File: config.mk
export PLATFORM = sky130hd
export DESIGN_NAME = pmsw_top
export DESIGN_NICKNAME = d
export VERILOG_FILES = /design/src/hw/pmsw_sync.v /design/src/hw/pmsw_top.v
export VERILOG_INCLUDE_DIRS = /design/src /design/src/pkg
export SDC_FILE = /design/constraint.sdc
export NUM_CORES = 1
export LEC_CHECK = 0
export ABC_CLOCK_PERIOD_IN_PS = 11260
export BUFFER_PORTS_ARGS = -buffer_cell sky130_fd_sc_hd__buf_4
export CORE_ASPECT_RATIO = 1.2
export CORE_MARGIN = 5
export CORE_UTILIZATION = 25
export DETAILED_ROUTE_END_ITERATION = 12
export MAX_ROUTING_LAYER = met4
export PLACE_DENSITY_LB_ADDON = 0.25
export SYNTH_ARGS = -nofsm -noshare
export SYNTH_HDL_FRONTEND = slang
export SYNTH_SLANG_ARGS = --single-unit
File: constraint.sdc
create_clock -name i_clk_sys -period 11.26 [get_ports i_clk_sys]
set_input_delay 1.126 -clock i_clk_sys [delete_from_list [all_inputs] [get_ports i_clk_sys]]
set_output_delay 1.126 -clock i_clk_sys [all_outputs]
set_load 0.03 [all_outputs]
File: src/pkg/pmsw_defs.vh
// Operation
// - Bit 15 is high while load holds motor at torque limit, else low.
// - Bit 13 sets when position deviation exceeds following-error window.
// - Bit 13 clears only when deviation or overload alarm is cleared.
// - Accepted new-set-point request (control bit 4) sets bit 12.
// - Host lowers request after acknowledge; device then clears bit 12.
// - Bit 11 is high while any sensor, block, soft or mechanical limit acts.
// - Halt low: bit 10 sets after proper completion within position window.
// - Halt low: interrupted move keeps bit 10 at zero.
// - New operation started after completion clears bit 10.
// - Halt high: bit 10 low while decelerating, high at zero speed.
// - Bit 9 goes high once initialization has completed.
// - Bit 7 high while information exists, clears when causes vanish.
`ifndef PMSW_DEFS_VH
`define PMSW_DEFS_VH

// ----------------------------------------------------------------------------
// Status word fields
// ----------------------------------------------------------------------------
`define PMSW_SW_TORQUE     15
`define PMSW_SW_RSVD14     14
`define PMSW_SW_FOLLOW     13
`define PMSW_SW_ACK        12
`define PMSW_SW_LIMIT      11
`define PMSW_SW_TARGET     10
`define PMSW_SW_REMOTE     9
`define PMSW_SW_RSVD8      8
`define PMSW_SW_WARN       7
`define PMSW_SW_DSM_HI     6
`define PMSW_SW_DSM_LO     0

// ----------------------------------------------------------------------------
// Control word fields
// ----------------------------------------------------------------------------
`define PMSW_CW_NEW_SP     4
`define PMSW_CW_HALT       8

// ----------------------------------------------------------------------------
// Alarm codes that clear the following error
// ----------------------------------------------------------------------------
`define PMSW_ALM_DEVIATION 8'h10
`define PMSW_ALM_OVERLOAD  8'h30

// ----------------------------------------------------------------------------
// Register map, byte addresses
// ----------------------------------------------------------------------------
`define PMSW_REG_STATUS    8'h00
`define PMSW_REG_FE_WIN    8'h04
`define PMSW_REG_POS_WIN   8'h08
`define PMSW_REG_IRQ_STAT  8'h0C
`define PMSW_REG_IRQ_MASK  8'h10
`define PMSW_REG_HALT_GAP  8'h14

// ----------------------------------------------------------------------------
// Reset values
// ----------------------------------------------------------------------------
`define PMSW_RST_FE_WIN    32'h0000_1000
`define PMSW_RST_POS_WIN   32'h0000_0010
`define PMSW_RST_MASK      5'h00
`define PMSW_RST_HALT_GAP  16'h0000

// ----------------------------------------------------------------------------
// Interrupt event bits
// ----------------------------------------------------------------------------
`define PMSW_IRQ_W         5
`define PMSW_IRQ_TORQUE    0
`define PMSW_IRQ_FOLLOW    1
`define PMSW_IRQ_ACK       2
`define PMSW_IRQ_LIMIT     3
`define PMSW_IRQ_TARGET    4

`endif

File: src/hw/pmsw_sync.v
`timescale 1ns/1ps
module pmsw_sync #(
  parameter W = 1
) (
  input  wire         i_clk_sys,
  input  wire         i_rst_n,
  input  wire [W-1:0] i_async,
  output wire [W-1:0] o_sync
);

  reg [W-1:0] stage1;
  reg [W-1:0] stage2;

  // ----------------------------------------------------------------------------
  // Two-flop synchroniser
  // ----------------------------------------------------------------------------
  always @(posedge i_clk_sys) begin
    if (!i_rst_n) begin
      stage1 <= {W{1'b0}};
      stage2 <= {W{1'b0}};
    end else begin
      stage1 <= i_async;
      stage2 <= stage1;
    end
  end

  assign o_sync = stage2;

endmodule // pmsw_sync

File: src/hw/pmsw_top.v
`timescale 1ns/1ps
`include "pmsw_defs.vh"
module pmsw_top (
  input  wire        i_clk_sys,
  input  wire        i_rst_n,
  // Register port
  input  wire [7:0]  i_reg_addr,
  input  wire [31:0] i_reg_wdata,
  input  wire        i_reg_wr,
  input  wire        i_reg_rd,
  output reg  [31:0] o_reg_rdata,
  output wire        o_irq,
  // Control word from fieldbus side
  input  wire [15:0] i_ctrl_word,
  // Drive conditions
  input  wire        i_torque_limit_hit,
  input  wire [31:0] i_pos_deviation,
  input  wire        i_alarm_clear,
  input  wire [7:0]  i_alarm_code,
  input  wire        i_stop_in,
  input  wire        i_op_enabled,
  input  wire        i_excited,
  input  wire        i_fwd_limit_sensor,
  input  wire        i_rev_limit_sensor,
  input  wire        i_fwd_motion_block,
  input  wire        i_rev_motion_block,
  input  wire        i_soft_limit,
  input  wire        i_mech_limit,
  input  wire        i_move_done,
  input  wire        i_move_abort,
  input  wire [31:0] i_cmd_pos,
  input  wire [31:0] i_fb_pos,
  input  wire [31:0] i_cmd_speed,
  input  wire        i_init_done,
  input  wire [7:0]  i_info_causes,
  input  wire [6:0]  i_dsm_flags,
  // Status outputs
  output reg  [15:0] o_status_word,
  output reg         o_start
);

  // ----------------------------------------------------------------------------
  // Functions
  // ----------------------------------------------------------------------------
  function [31:0] abs32;
    input [31:0] v;
    begin
      abs32 = v[31] ? (~v + 32'h0000_0001) : v;
    end
  endfunction

  function rise;
    input now;
    input was;
    begin
      rise = now & ~was;
    end
  endfunction

  function wr_hit;
    input       wr;
    input [7:0] addr;
    input [7:0] reg_addr;
    begin
      wr_hit = wr & (addr == reg_addr);
    end
  endfunction

  // ----------------------------------------------------------------------------
  // Set-point handshake states
  // ----------------------------------------------------------------------------
  localparam [1:0] SP_IDLE = 2'h0;
  localparam [1:0] SP_ACK  = 2'h1;
  localparam [1:0] SP_HOLD = 2'h2;

  // ----------------------------------------------------------------------------
  // Declarations
  // ----------------------------------------------------------------------------
  wire [3:0]              pins_sync;
  reg  [31:0]             fe_window;
  reg  [31:0]             pos_window;
  reg  [`PMSW_IRQ_W-1:0]  irq_status;
  reg  [`PMSW_IRQ_W-1:0]  irq_mask;
  reg  [15:0]             halt_gap;
  reg  [15:0]             gap_count;
  reg  [15:0]             next_gap_count;
  reg                     follow_err;
  reg                     next_follow_err;
  reg  [1:0]              sp_state;
  reg  [1:0]              next_sp_state;
  reg                     next_ack;
  reg                     move_ok;
  reg                     next_move_ok;
  reg                     next_target;
  reg                     new_sp_q;
  reg  [15:0]             status_q;
  reg  [15:0]             next_status;
  reg  [`PMSW_IRQ_W-1:0]  events;
  reg  [31:0]             rd_mux;
  wire                    new_sp;
  wire                    halt;
  wire                    limit_any;
  wire                    start_ok;
  wire                    start_req;
  wire                    dev_over;
  wire                    fe_clear;
  wire                    in_window;
  wire                    speed_zero;

  // ----------------------------------------------------------------------------
  // Pin synchronisers
  // ----------------------------------------------------------------------------
  pmsw_sync #(
    .W (4)
  ) u_pin_sync (
    .i_clk_sys (i_clk_sys),
    .i_rst_n   (i_rst_n),
    .i_async   ({i_rev_motion_block, i_fwd_motion_block,
                 i_rev_limit_sensor, i_fwd_limit_sensor}),
    .o_sync    (pins_sync)
  );

  // ----------------------------------------------------------------------------
  // Condition decode
  // ----------------------------------------------------------------------------
  assign new_sp     = i_ctrl_word[`PMSW_CW_NEW_SP];
  assign halt       = i_ctrl_word[`PMSW_CW_HALT];
  assign limit_any  = (|pins_sync) | i_soft_limit | i_mech_limit;
  assign dev_over   = abs32(i_pos_deviation) > fe_window;
  assign fe_clear   = i_alarm_clear &
                      ((i_alarm_code == `PMSW_ALM_DEVIATION) |
                       (i_alarm_code == `PMSW_ALM_OVERLOAD));
  assign in_window  = abs32(i_fb_pos - i_cmd_pos) <= pos_window;
  assign speed_zero = (i_cmd_speed == 32'h0000_0000);
  // Start refused while halted, stopped, not enabled, unexcited or too soon
  assign start_ok   = ~halt & ~i_stop_in & i_op_enabled & i_excited &
                      (gap_count == 16'h0000);
  assign start_req  = rise(new_sp, new_sp_q) & start_ok;

  // ----------------------------------------------------------------------------
  // Halt release guard
  // ----------------------------------------------------------------------------
  always @* begin
    next_gap_count = gap_count;
    if (halt) begin
      next_gap_count = halt_gap;
    end else if (gap_count != 16'h0000) begin
      next_gap_count = gap_count - 16'h0001;
    end
  end

  // ----------------------------------------------------------------------------
  // Following error
  // ----------------------------------------------------------------------------
  always @* begin
    next_follow_err = follow_err;
    if (dev_over) begin
      next_follow_err = 1'b1;
    end else if (fe_clear) begin
      next_follow_err = 1'b0;
    end
  end

  // ----------------------------------------------------------------------------
  // Set-point acknowledge
  // ----------------------------------------------------------------------------
  always @* begin
    next_sp_state = sp_state;
    case (sp_state)
      SP_IDLE: begin
        if (start_req) begin
          next_sp_state = SP_ACK;
        end else if (rise(new_sp, new_sp_q)) begin
          next_sp_state = SP_HOLD;
        end
      end
      SP_ACK: begin
        if (!new_sp) begin
          next_sp_state = SP_IDLE;
        end
      end
      SP_HOLD: begin
        // Refused request waits for bit 4 to drop
        if (!new_sp) begin
          next_sp_state = SP_IDLE;
        end
      end
      default: begin
        next_sp_state = SP_IDLE;
      end
    endcase
    next_ack = (next_sp_state == SP_ACK);
  end

  // ----------------------------------------------------------------------------
  // Target reached
  // ----------------------------------------------------------------------------
  always @* begin
    next_move_ok = move_ok;
    if (start_req || i_move_abort) begin
      next_move_ok = 1'b0;
    end else if (i_move_done) begin
      next_move_ok = 1'b1;
    end
  end

  always @* begin
    next_target = 1'b0;
    if (start_req) begin
      next_target = 1'b0;
    end else if (halt) begin
      next_target = speed_zero;
    end else begin
      next_target = next_move_ok & in_window;
    end
  end

  // ----------------------------------------------------------------------------
  // Status word assembly
  // ----------------------------------------------------------------------------
  always @* begin
    next_status                          = 16'h0000;
    next_status[`PMSW_SW_TORQUE]         = i_torque_limit_hit;
    next_status[`PMSW_SW_RSVD14]         = 1'b0;
    next_status[`PMSW_SW_FOLLOW]         = next_follow_err;
    next_status[`PMSW_SW_ACK]            = next_ack;
    next_status[`PMSW_SW_LIMIT]          = limit_any;
    next_status[`PMSW_SW_TARGET]         = next_target;
    next_status[`PMSW_SW_REMOTE]         = i_init_done;
    next_status[`PMSW_SW_RSVD8]          = 1'b0;
    next_status[`PMSW_SW_WARN]           = |i_info_causes;
    next_status[`PMSW_SW_DSM_HI:`PMSW_SW_DSM_LO] = i_dsm_flags;
  end

  // ----------------------------------------------------------------------------
  // Interrupt events
  // ----------------------------------------------------------------------------
  always @* begin
    events                   = {`PMSW_IRQ_W{1'b0}};
    events[`PMSW_IRQ_TORQUE] = rise(next_status[`PMSW_SW_TORQUE],
                                    status_q[`PMSW_SW_TORQUE]);
    events[`PMSW_IRQ_FOLLOW] = rise(next_status[`PMSW_SW_FOLLOW],
                                    status_q[`PMSW_SW_FOLLOW]);
    events[`PMSW_IRQ_ACK]    = rise(next_status[`PMSW_SW_ACK],
                                    status_q[`PMSW_SW_ACK]);
    events[`PMSW_IRQ_LIMIT]  = rise(next_status[`PMSW_SW_LIMIT],
                                    status_q[`PMSW_SW_LIMIT]);
    events[`PMSW_IRQ_TARGET] = rise(next_status[`PMSW_SW_TARGET],
                                    status_q[`PMSW_SW_TARGET]);
  end

  assign o_irq = |(irq_status & irq_mask);

  // ----------------------------------------------------------------------------
  // Status state registers
  // ----------------------------------------------------------------------------
  always @(posedge i_clk_sys) begin
    if (!i_rst_n) begin
      gap_count     <= 16'h0000;
      follow_err    <= 1'b0;
      sp_state      <= SP_IDLE;
      move_ok       <= 1'b0;
      new_sp_q      <= 1'b0;
      status_q      <= 16'h0000;
      o_status_word <= 16'h0000;
      o_start       <= 1'b0;
    end else begin
      gap_count     <= next_gap_count;
      follow_err    <= next_follow_err;
      sp_state      <= next_sp_state;
      move_ok       <= next_move_ok;
      new_sp_q      <= new_sp;
      status_q      <= next_status;
      o_status_word <= next_status;
      o_start       <= start_req;
    end
  end

  // ----------------------------------------------------------------------------
  // Register writes
  // ----------------------------------------------------------------------------
  always @(posedge i_clk_sys) begin
    if (!i_rst_n) begin
      fe_window <= `PMSW_RST_FE_WIN;
    end else if (wr_hit(i_reg_wr, i_reg_addr, `PMSW_REG_FE_WIN)) begin
      fe_window <= i_reg_wdata;
    end
  end

  always @(posedge i_clk_sys) begin
    if (!i_rst_n) begin
      pos_window <= `PMSW_RST_POS_WIN;
    end else if (wr_hit(i_reg_wr, i_reg_addr, `PMSW_REG_POS_WIN)) begin
      pos_window <= i_reg_wdata;
    end
  end

  always @(posedge i_clk_sys) begin
    if (!i_rst_n) begin
      irq_mask <= `PMSW_RST_MASK;
    end else if (wr_hit(i_reg_wr, i_reg_addr, `PMSW_REG_IRQ_MASK)) begin
      irq_mask <= i_reg_wdata[`PMSW_IRQ_W-1:0];
    end
  end

  always @(posedge i_clk_sys) begin
    if (!i_rst_n) begin
      halt_gap <= `PMSW_RST_HALT_GAP;
    end else if (wr_hit(i_reg_wr, i_reg_addr, `PMSW_REG_HALT_GAP)) begin
      halt_gap <= i_reg_wdata[15:0];
    end
  end

  // ----------------------------------------------------------------------------
  // Interrupt status
  // ----------------------------------------------------------------------------
  // New events win over a write-one clear
  always @(posedge i_clk_sys) begin
    if (!i_rst_n) begin
      irq_status <= {`PMSW_IRQ_W{1'b0}};
    end else if (wr_hit(i_reg_wr, i_reg_addr, `PMSW_REG_IRQ_STAT)) begin
      irq_status <= (irq_status & ~i_reg_wdata[`PMSW_IRQ_W-1:0]) | events;
    end else begin
      irq_status <= irq_status | events;
    end
  end

  // ----------------------------------------------------------------------------
  // Register reads
  // ----------------------------------------------------------------------------
  always @* begin
    case (i_reg_addr)
      `PMSW_REG_STATUS:   rd_mux = {16'h0000, status_q};
      `PMSW_REG_FE_WIN:   rd_mux = fe_window;
      `PMSW_REG_POS_WIN:  rd_mux = pos_window;
      `PMSW_REG_IRQ_STAT: rd_mux = {{(32-`PMSW_IRQ_W){1'b0}}, irq_status};
      `PMSW_REG_IRQ_MASK: rd_mux = {{(32-`PMSW_IRQ_W){1'b0}}, irq_mask};
      `PMSW_REG_HALT_GAP: rd_mux = {16'h0000, halt_gap};
      default:            rd_mux = 32'h0000_0000;
    endcase
  end

  always @(posedge i_clk_sys) begin
    if (!i_rst_n) begin
      o_reg_rdata <= 32'h0000_0000;
    end else if (i_reg_rd) begin
      o_reg_rdata <= rd_mux;
    end else begin
      o_reg_rdata <= 32'h0000_0000;
    end
  end

endmodule // pmsw_top

==> impl_results.md <==
- Setup violations, final: 0
- Wire length after detailed routing: approximately 41 mm
- Launch instance of the worst register-to-register path: gap_count[0]
- Unique cell type count in the Yosys netlist: 77
- Hold Fails Final Rpt: 0
- Critical path's slowest cell: sky130_fd_sc_hd__o311ai_0
- Maximum ir drop on the vdd rail: roughly 0.12 mV
- Number of antenna violations at the first check in global routing: 0
- Routability-driven placement congestion ratio: 0.863
- Via count: approximately 12000
- Number of I/O pins: 275
- Top_reg_cell synth: sky130_fd_sc_hd__dfxtp_1
- CP startpoint: i_fb_pos[5]
- Synthesized flop and latch total: ~170
- Number of port buffers: 257
- CTS sink count: roughly 170
- Standard-cell rows: 86
- H-tree levels: 4
- Part of the Yosys area used for sequential elements: 0.284
- Largest net degree at the start of global routing: 62
- Area of all placed cells without fillers: 14700 um^2
- First-pass GRT wire length: 62.6 mm
- Yosys warning total: 0
- Share of synthesized flip-flops with an asynchronous set or reset: 0
- Proportion of layout cells with a drive suffix above 1: 0.189
- Commonest non-fill, non-tap cells in the layout: sky130_fd_sc_hd__buf_4, sky130_fd_sc_hd__nand2_1, sky130_fd_sc_hd__dfxtp_1, sky130_fd_sc_hd__a21oi_1, sky130_fd_sc_hd__nor2_1
- Worst Slack Setup Final: 4.82 ns
- Post-route ant nets: 0
- Initial DRC Count: between 600 and 700
- Detailed-route vias per instance: around 4.8
- Area after detailed placement: 14100 um^2
- Synthesized instance count: about 1500
- Number of buffers inserted by hold repair at cts: 0
- Type of the setup path with the least slack: input pin to flip-flop
- Count of buffering cells on the critical path with inverters included: 1
- Summed instance area of the synthesized netlist: approximately 12000 um^2
- Largest clock skew in the final design: between 0.01 and 0.015 ns
- Biggest cell delay along the critical path: just under 0.9 ns
- Number of enable-type register cells in the synthesized netlist: 0
- Router iterations before antenna repair: 5
- Die height: ~250 um
- Clock tree from TritonCTS: done
- Clock input transition at the sequential cells of the worst setup and hold paths: around 0.070 ns
- Worst slew slack as a fraction of its limit: 0.174
- Core area: roughly 46000 um^2
- Total Neg Setup Slack: 0 ns
- Antenna diode count: 0
- All-layer global routing usage: 0.160
- Most frequent standard cell in the layout excluding fill and tap cells: sky130_fd_sc_hd__buf_4
- Number of buffers added by the clock tree synthesis step: 17
- Number of cells on the critical path: 20
- Gate family responsible for the most delay along the worst path: compound AO/OA/AOI/OAI gates
- Half-perimeter wire length after detailed placement: approximately 33 mm
- Post-route DRC: 0
- Kind of end point of the critical path: flip-flop
- Clk Latency, worst-skew pair: 0.46 ns
- Data arrival, critical path: 6.82 ns
- Kind of launch point of the worst setup path: input pin
- Per-cell routed wire length: around 17 um
- Number of filler cells placed in the layout: ~5000
- Worst Tran Pin Value: between 1 and 1.5 ns
- Class of the most critical hold timing path: flip-flop to flip-flop
- Worst R2R End: irq_status[2]
- Quantity of gates resized following cts: 0
- CP cell instances: buf_4, ha_1, nand2_1, a2111oi_0, o21ai_0, and3_1, o311ai_0, nand4_1, o31ai_1, xnor2_1, ha_1, a21o_1, a21o_1, a21o_1, a21o_1, a21oi_1, o21ai_0, nor4_1, a21oi_1, a31oi_1
- Leak Pwr: around 5.8 nW
- Final cell utilization of the core: 0.320
- Period utilisation layout: 0.572
- Longest Clk Path Bufs: 2
- Max-slew violations: 0
- Power density of the placed cells: between 100 and 150 nW/um^2
- Most numerous cell on the critical path: sky130_fd_sc_hd__a21o_1
- Area enclosed by the die boundary: 50900 um^2
- Post-Route Hold Slack: about 0.43 ns
- Result of the run: complete, no violations
- Layout Area Growth over Synthesis: 26.5%
- Worst slack at placement: approximately 4.4 ns
- Max Fclk: 0.155 GHz
- Initial core utilization: 0.253
- Max-cap violations: 0
- Die Wd: 207 um
- Total congestion overflow: 0
- Synthesized area divided by synthesized cell count: 7.50 um^2
- Vias in the first global route: approximately 12000
- Maximum fanout count along the critical path: 8
- Required arrival time at the worst endpoint: 11.64 ns
- R2r setup slk: 7.82 ns
- Depth of the most critical reg-to-reg path: 11
- Min Clock Period, post-route: 6.44 ns
- Unrepaired setup endpoints after global routing: no
- Library cell used as clock root buffer: sky130_fd_sc_hd__clkbuf_16
- Number of nets in the layout: 2085
- Timing endpoint of the critical path: irq_status[4]
- Post-CTS setup buffer count: 0
==> layer usage <==
metal  global-route usage  part of all wire
met1                0.199              0.45
met2                0.274              0.49
met3               0.0154             0.036
met4               0.0486             0.025
met5                    -                 0
==> cells by family (layout without fill, tap and decap cells) <==
group,Yosys count,after routing,synth area share
muxes,22,22,0.0199
adders and majority gates,101,101,0.109
AOI/OAI and AO/OA,399,399,0.221
buffers and inverters,192,414,0.0639
xor gates and xnor gates,87,87,0.0656
DFF,165,165,0.284
other,1,2,0.000323
and+or+nand+nor,582,582,0.236
==> state kept, by name (all words and copies together) (netlist names) <==
signal and flops:
fe_window 32, gap_count 16, halt_gap 16, irq_mask 5
irq_status 5, move_ok 1, new_sp_q 1, o_reg_rdata 32
o_start 1, pos_window 32, sp_state 2, status_q 14
u_pin_sync.o_sync 4, u_pin_sync.stage1 4
==> area by class of cell <==
type	count	area, um^2	share of cell area
multi-input combinational	1193	7590	0.516
sequential	165	3300	0.225
timing repair buffer	267	2000	0.136
tap	616	771	0.0524
clock buffer	18	439	0.0299
inverter	115	432	0.0294
clock inverter	14	160	0.0109
==> stage by stage <==
step	total power (W)	cells
floorplan	0.00118	1550
global placement	0.00138	2356
detailed placement	0.00139	2356
CTS	0.00199	2388
global route	0.00211	2388
finish	0.00197	2388
==> report_power, final <==
part | switching [W] | leakage (nW) | internal, W
sequential | 0.0000286 | 1.34 | 0.000616
clock | 0.000277 | 0.291 | 0.000321
combinational | 0.000398 | 4.17 | 0.000332
total | 0.000703 | 5.80 | 0.00127
==> Yosys cell counts, types with 9 or more instances <==
| library cell | n | area share |
|---|---|---|
| sky130_fd_sc_hd__xor2_1 | 22 | 0.017 |
| sky130_fd_sc_hd__nor4_1 | 19 | 0.010 |
| sky130_fd_sc_hd__o21ai_0 | 63 | 0.027 |
| sky130_fd_sc_hd__clkbuf_1 | 69 | 0.022 |
| sky130_fd_sc_hd__nor2b_1 | 11 | 0.0059 |
| sky130_fd_sc_hd__a21o_1 | 28 | 0.018 |
| sky130_fd_sc_hd__and2_1 | 29 | 0.016 |
| sky130_fd_sc_hd__a222oi_1 | 13 | 0.011 |
| sky130_fd_sc_hd__dfxtp_1 | 165 | 0.28 |
| sky130_fd_sc_hd__inv_1 | 115 | 0.037 |
| sky130_fd_sc_hd__ha_1 | 100 | 0.11 |
| sky130_fd_sc_hd__or3_1 | 15 | 0.0081 |
| sky130_fd_sc_hd__nand2_1 | 252 | 0.081 |
| sky130_fd_sc_hd__mux2i_1 | 13 | 0.011 |
| sky130_fd_sc_hd__or4_1 | 12 | 0.0078 |
| sky130_fd_sc_hd__a21oi_1 | 160 | 0.069 |
| sky130_fd_sc_hd__nand2b_1 | 14 | 0.0075 |
| sky130_fd_sc_hd__nor2_1 | 119 | 0.038 |
| sky130_fd_sc_hd__o21a_1 | 12 | 0.0078 |
| sky130_fd_sc_hd__a22oi_1 | 20 | 0.013 |
| sky130_fd_sc_hd__xnor2_1 | 65 | 0.049 |
| sky130_fd_sc_hd__o31ai_1 | 19 | 0.012 |
| sky130_fd_sc_hd__mux2_2 | 9 | 0.0087 |
| sky130_fd_sc_hd__nand3_1 | 15 | 0.0065 |
| sky130_fd_sc_hd__nor3_1 | 24 | 0.010 |
| sky130_fd_sc_hd__nand4_1 | 34 | 0.018 |
==> worst min path at each step <==
stage / from / end / cells past startpoint / slack [ns]
after CTS: u_pin_sync.stage1[3] / u_pin_sync.o_sync[3] / 1 / 0.44
final: u_pin_sync.stage1[3] / u_pin_sync.o_sync[3] / 1 / 0.43
after floorplan: u_pin_sync.stage1[0] / u_pin_sync.o_sync[0] / 1 / 0.41
after detailed placement: u_pin_sync.stage1[3] / u_pin_sync.o_sync[3] / 1 / 0.42
after global placement: u_pin_sync.stage1[0] / u_pin_sync.o_sync[0] / 1 / 0.41
after global routing: u_pin_sync.stage1[3] / u_pin_sync.o_sync[3] / 1 / 0.44
(Power assumes the default switching activity.)
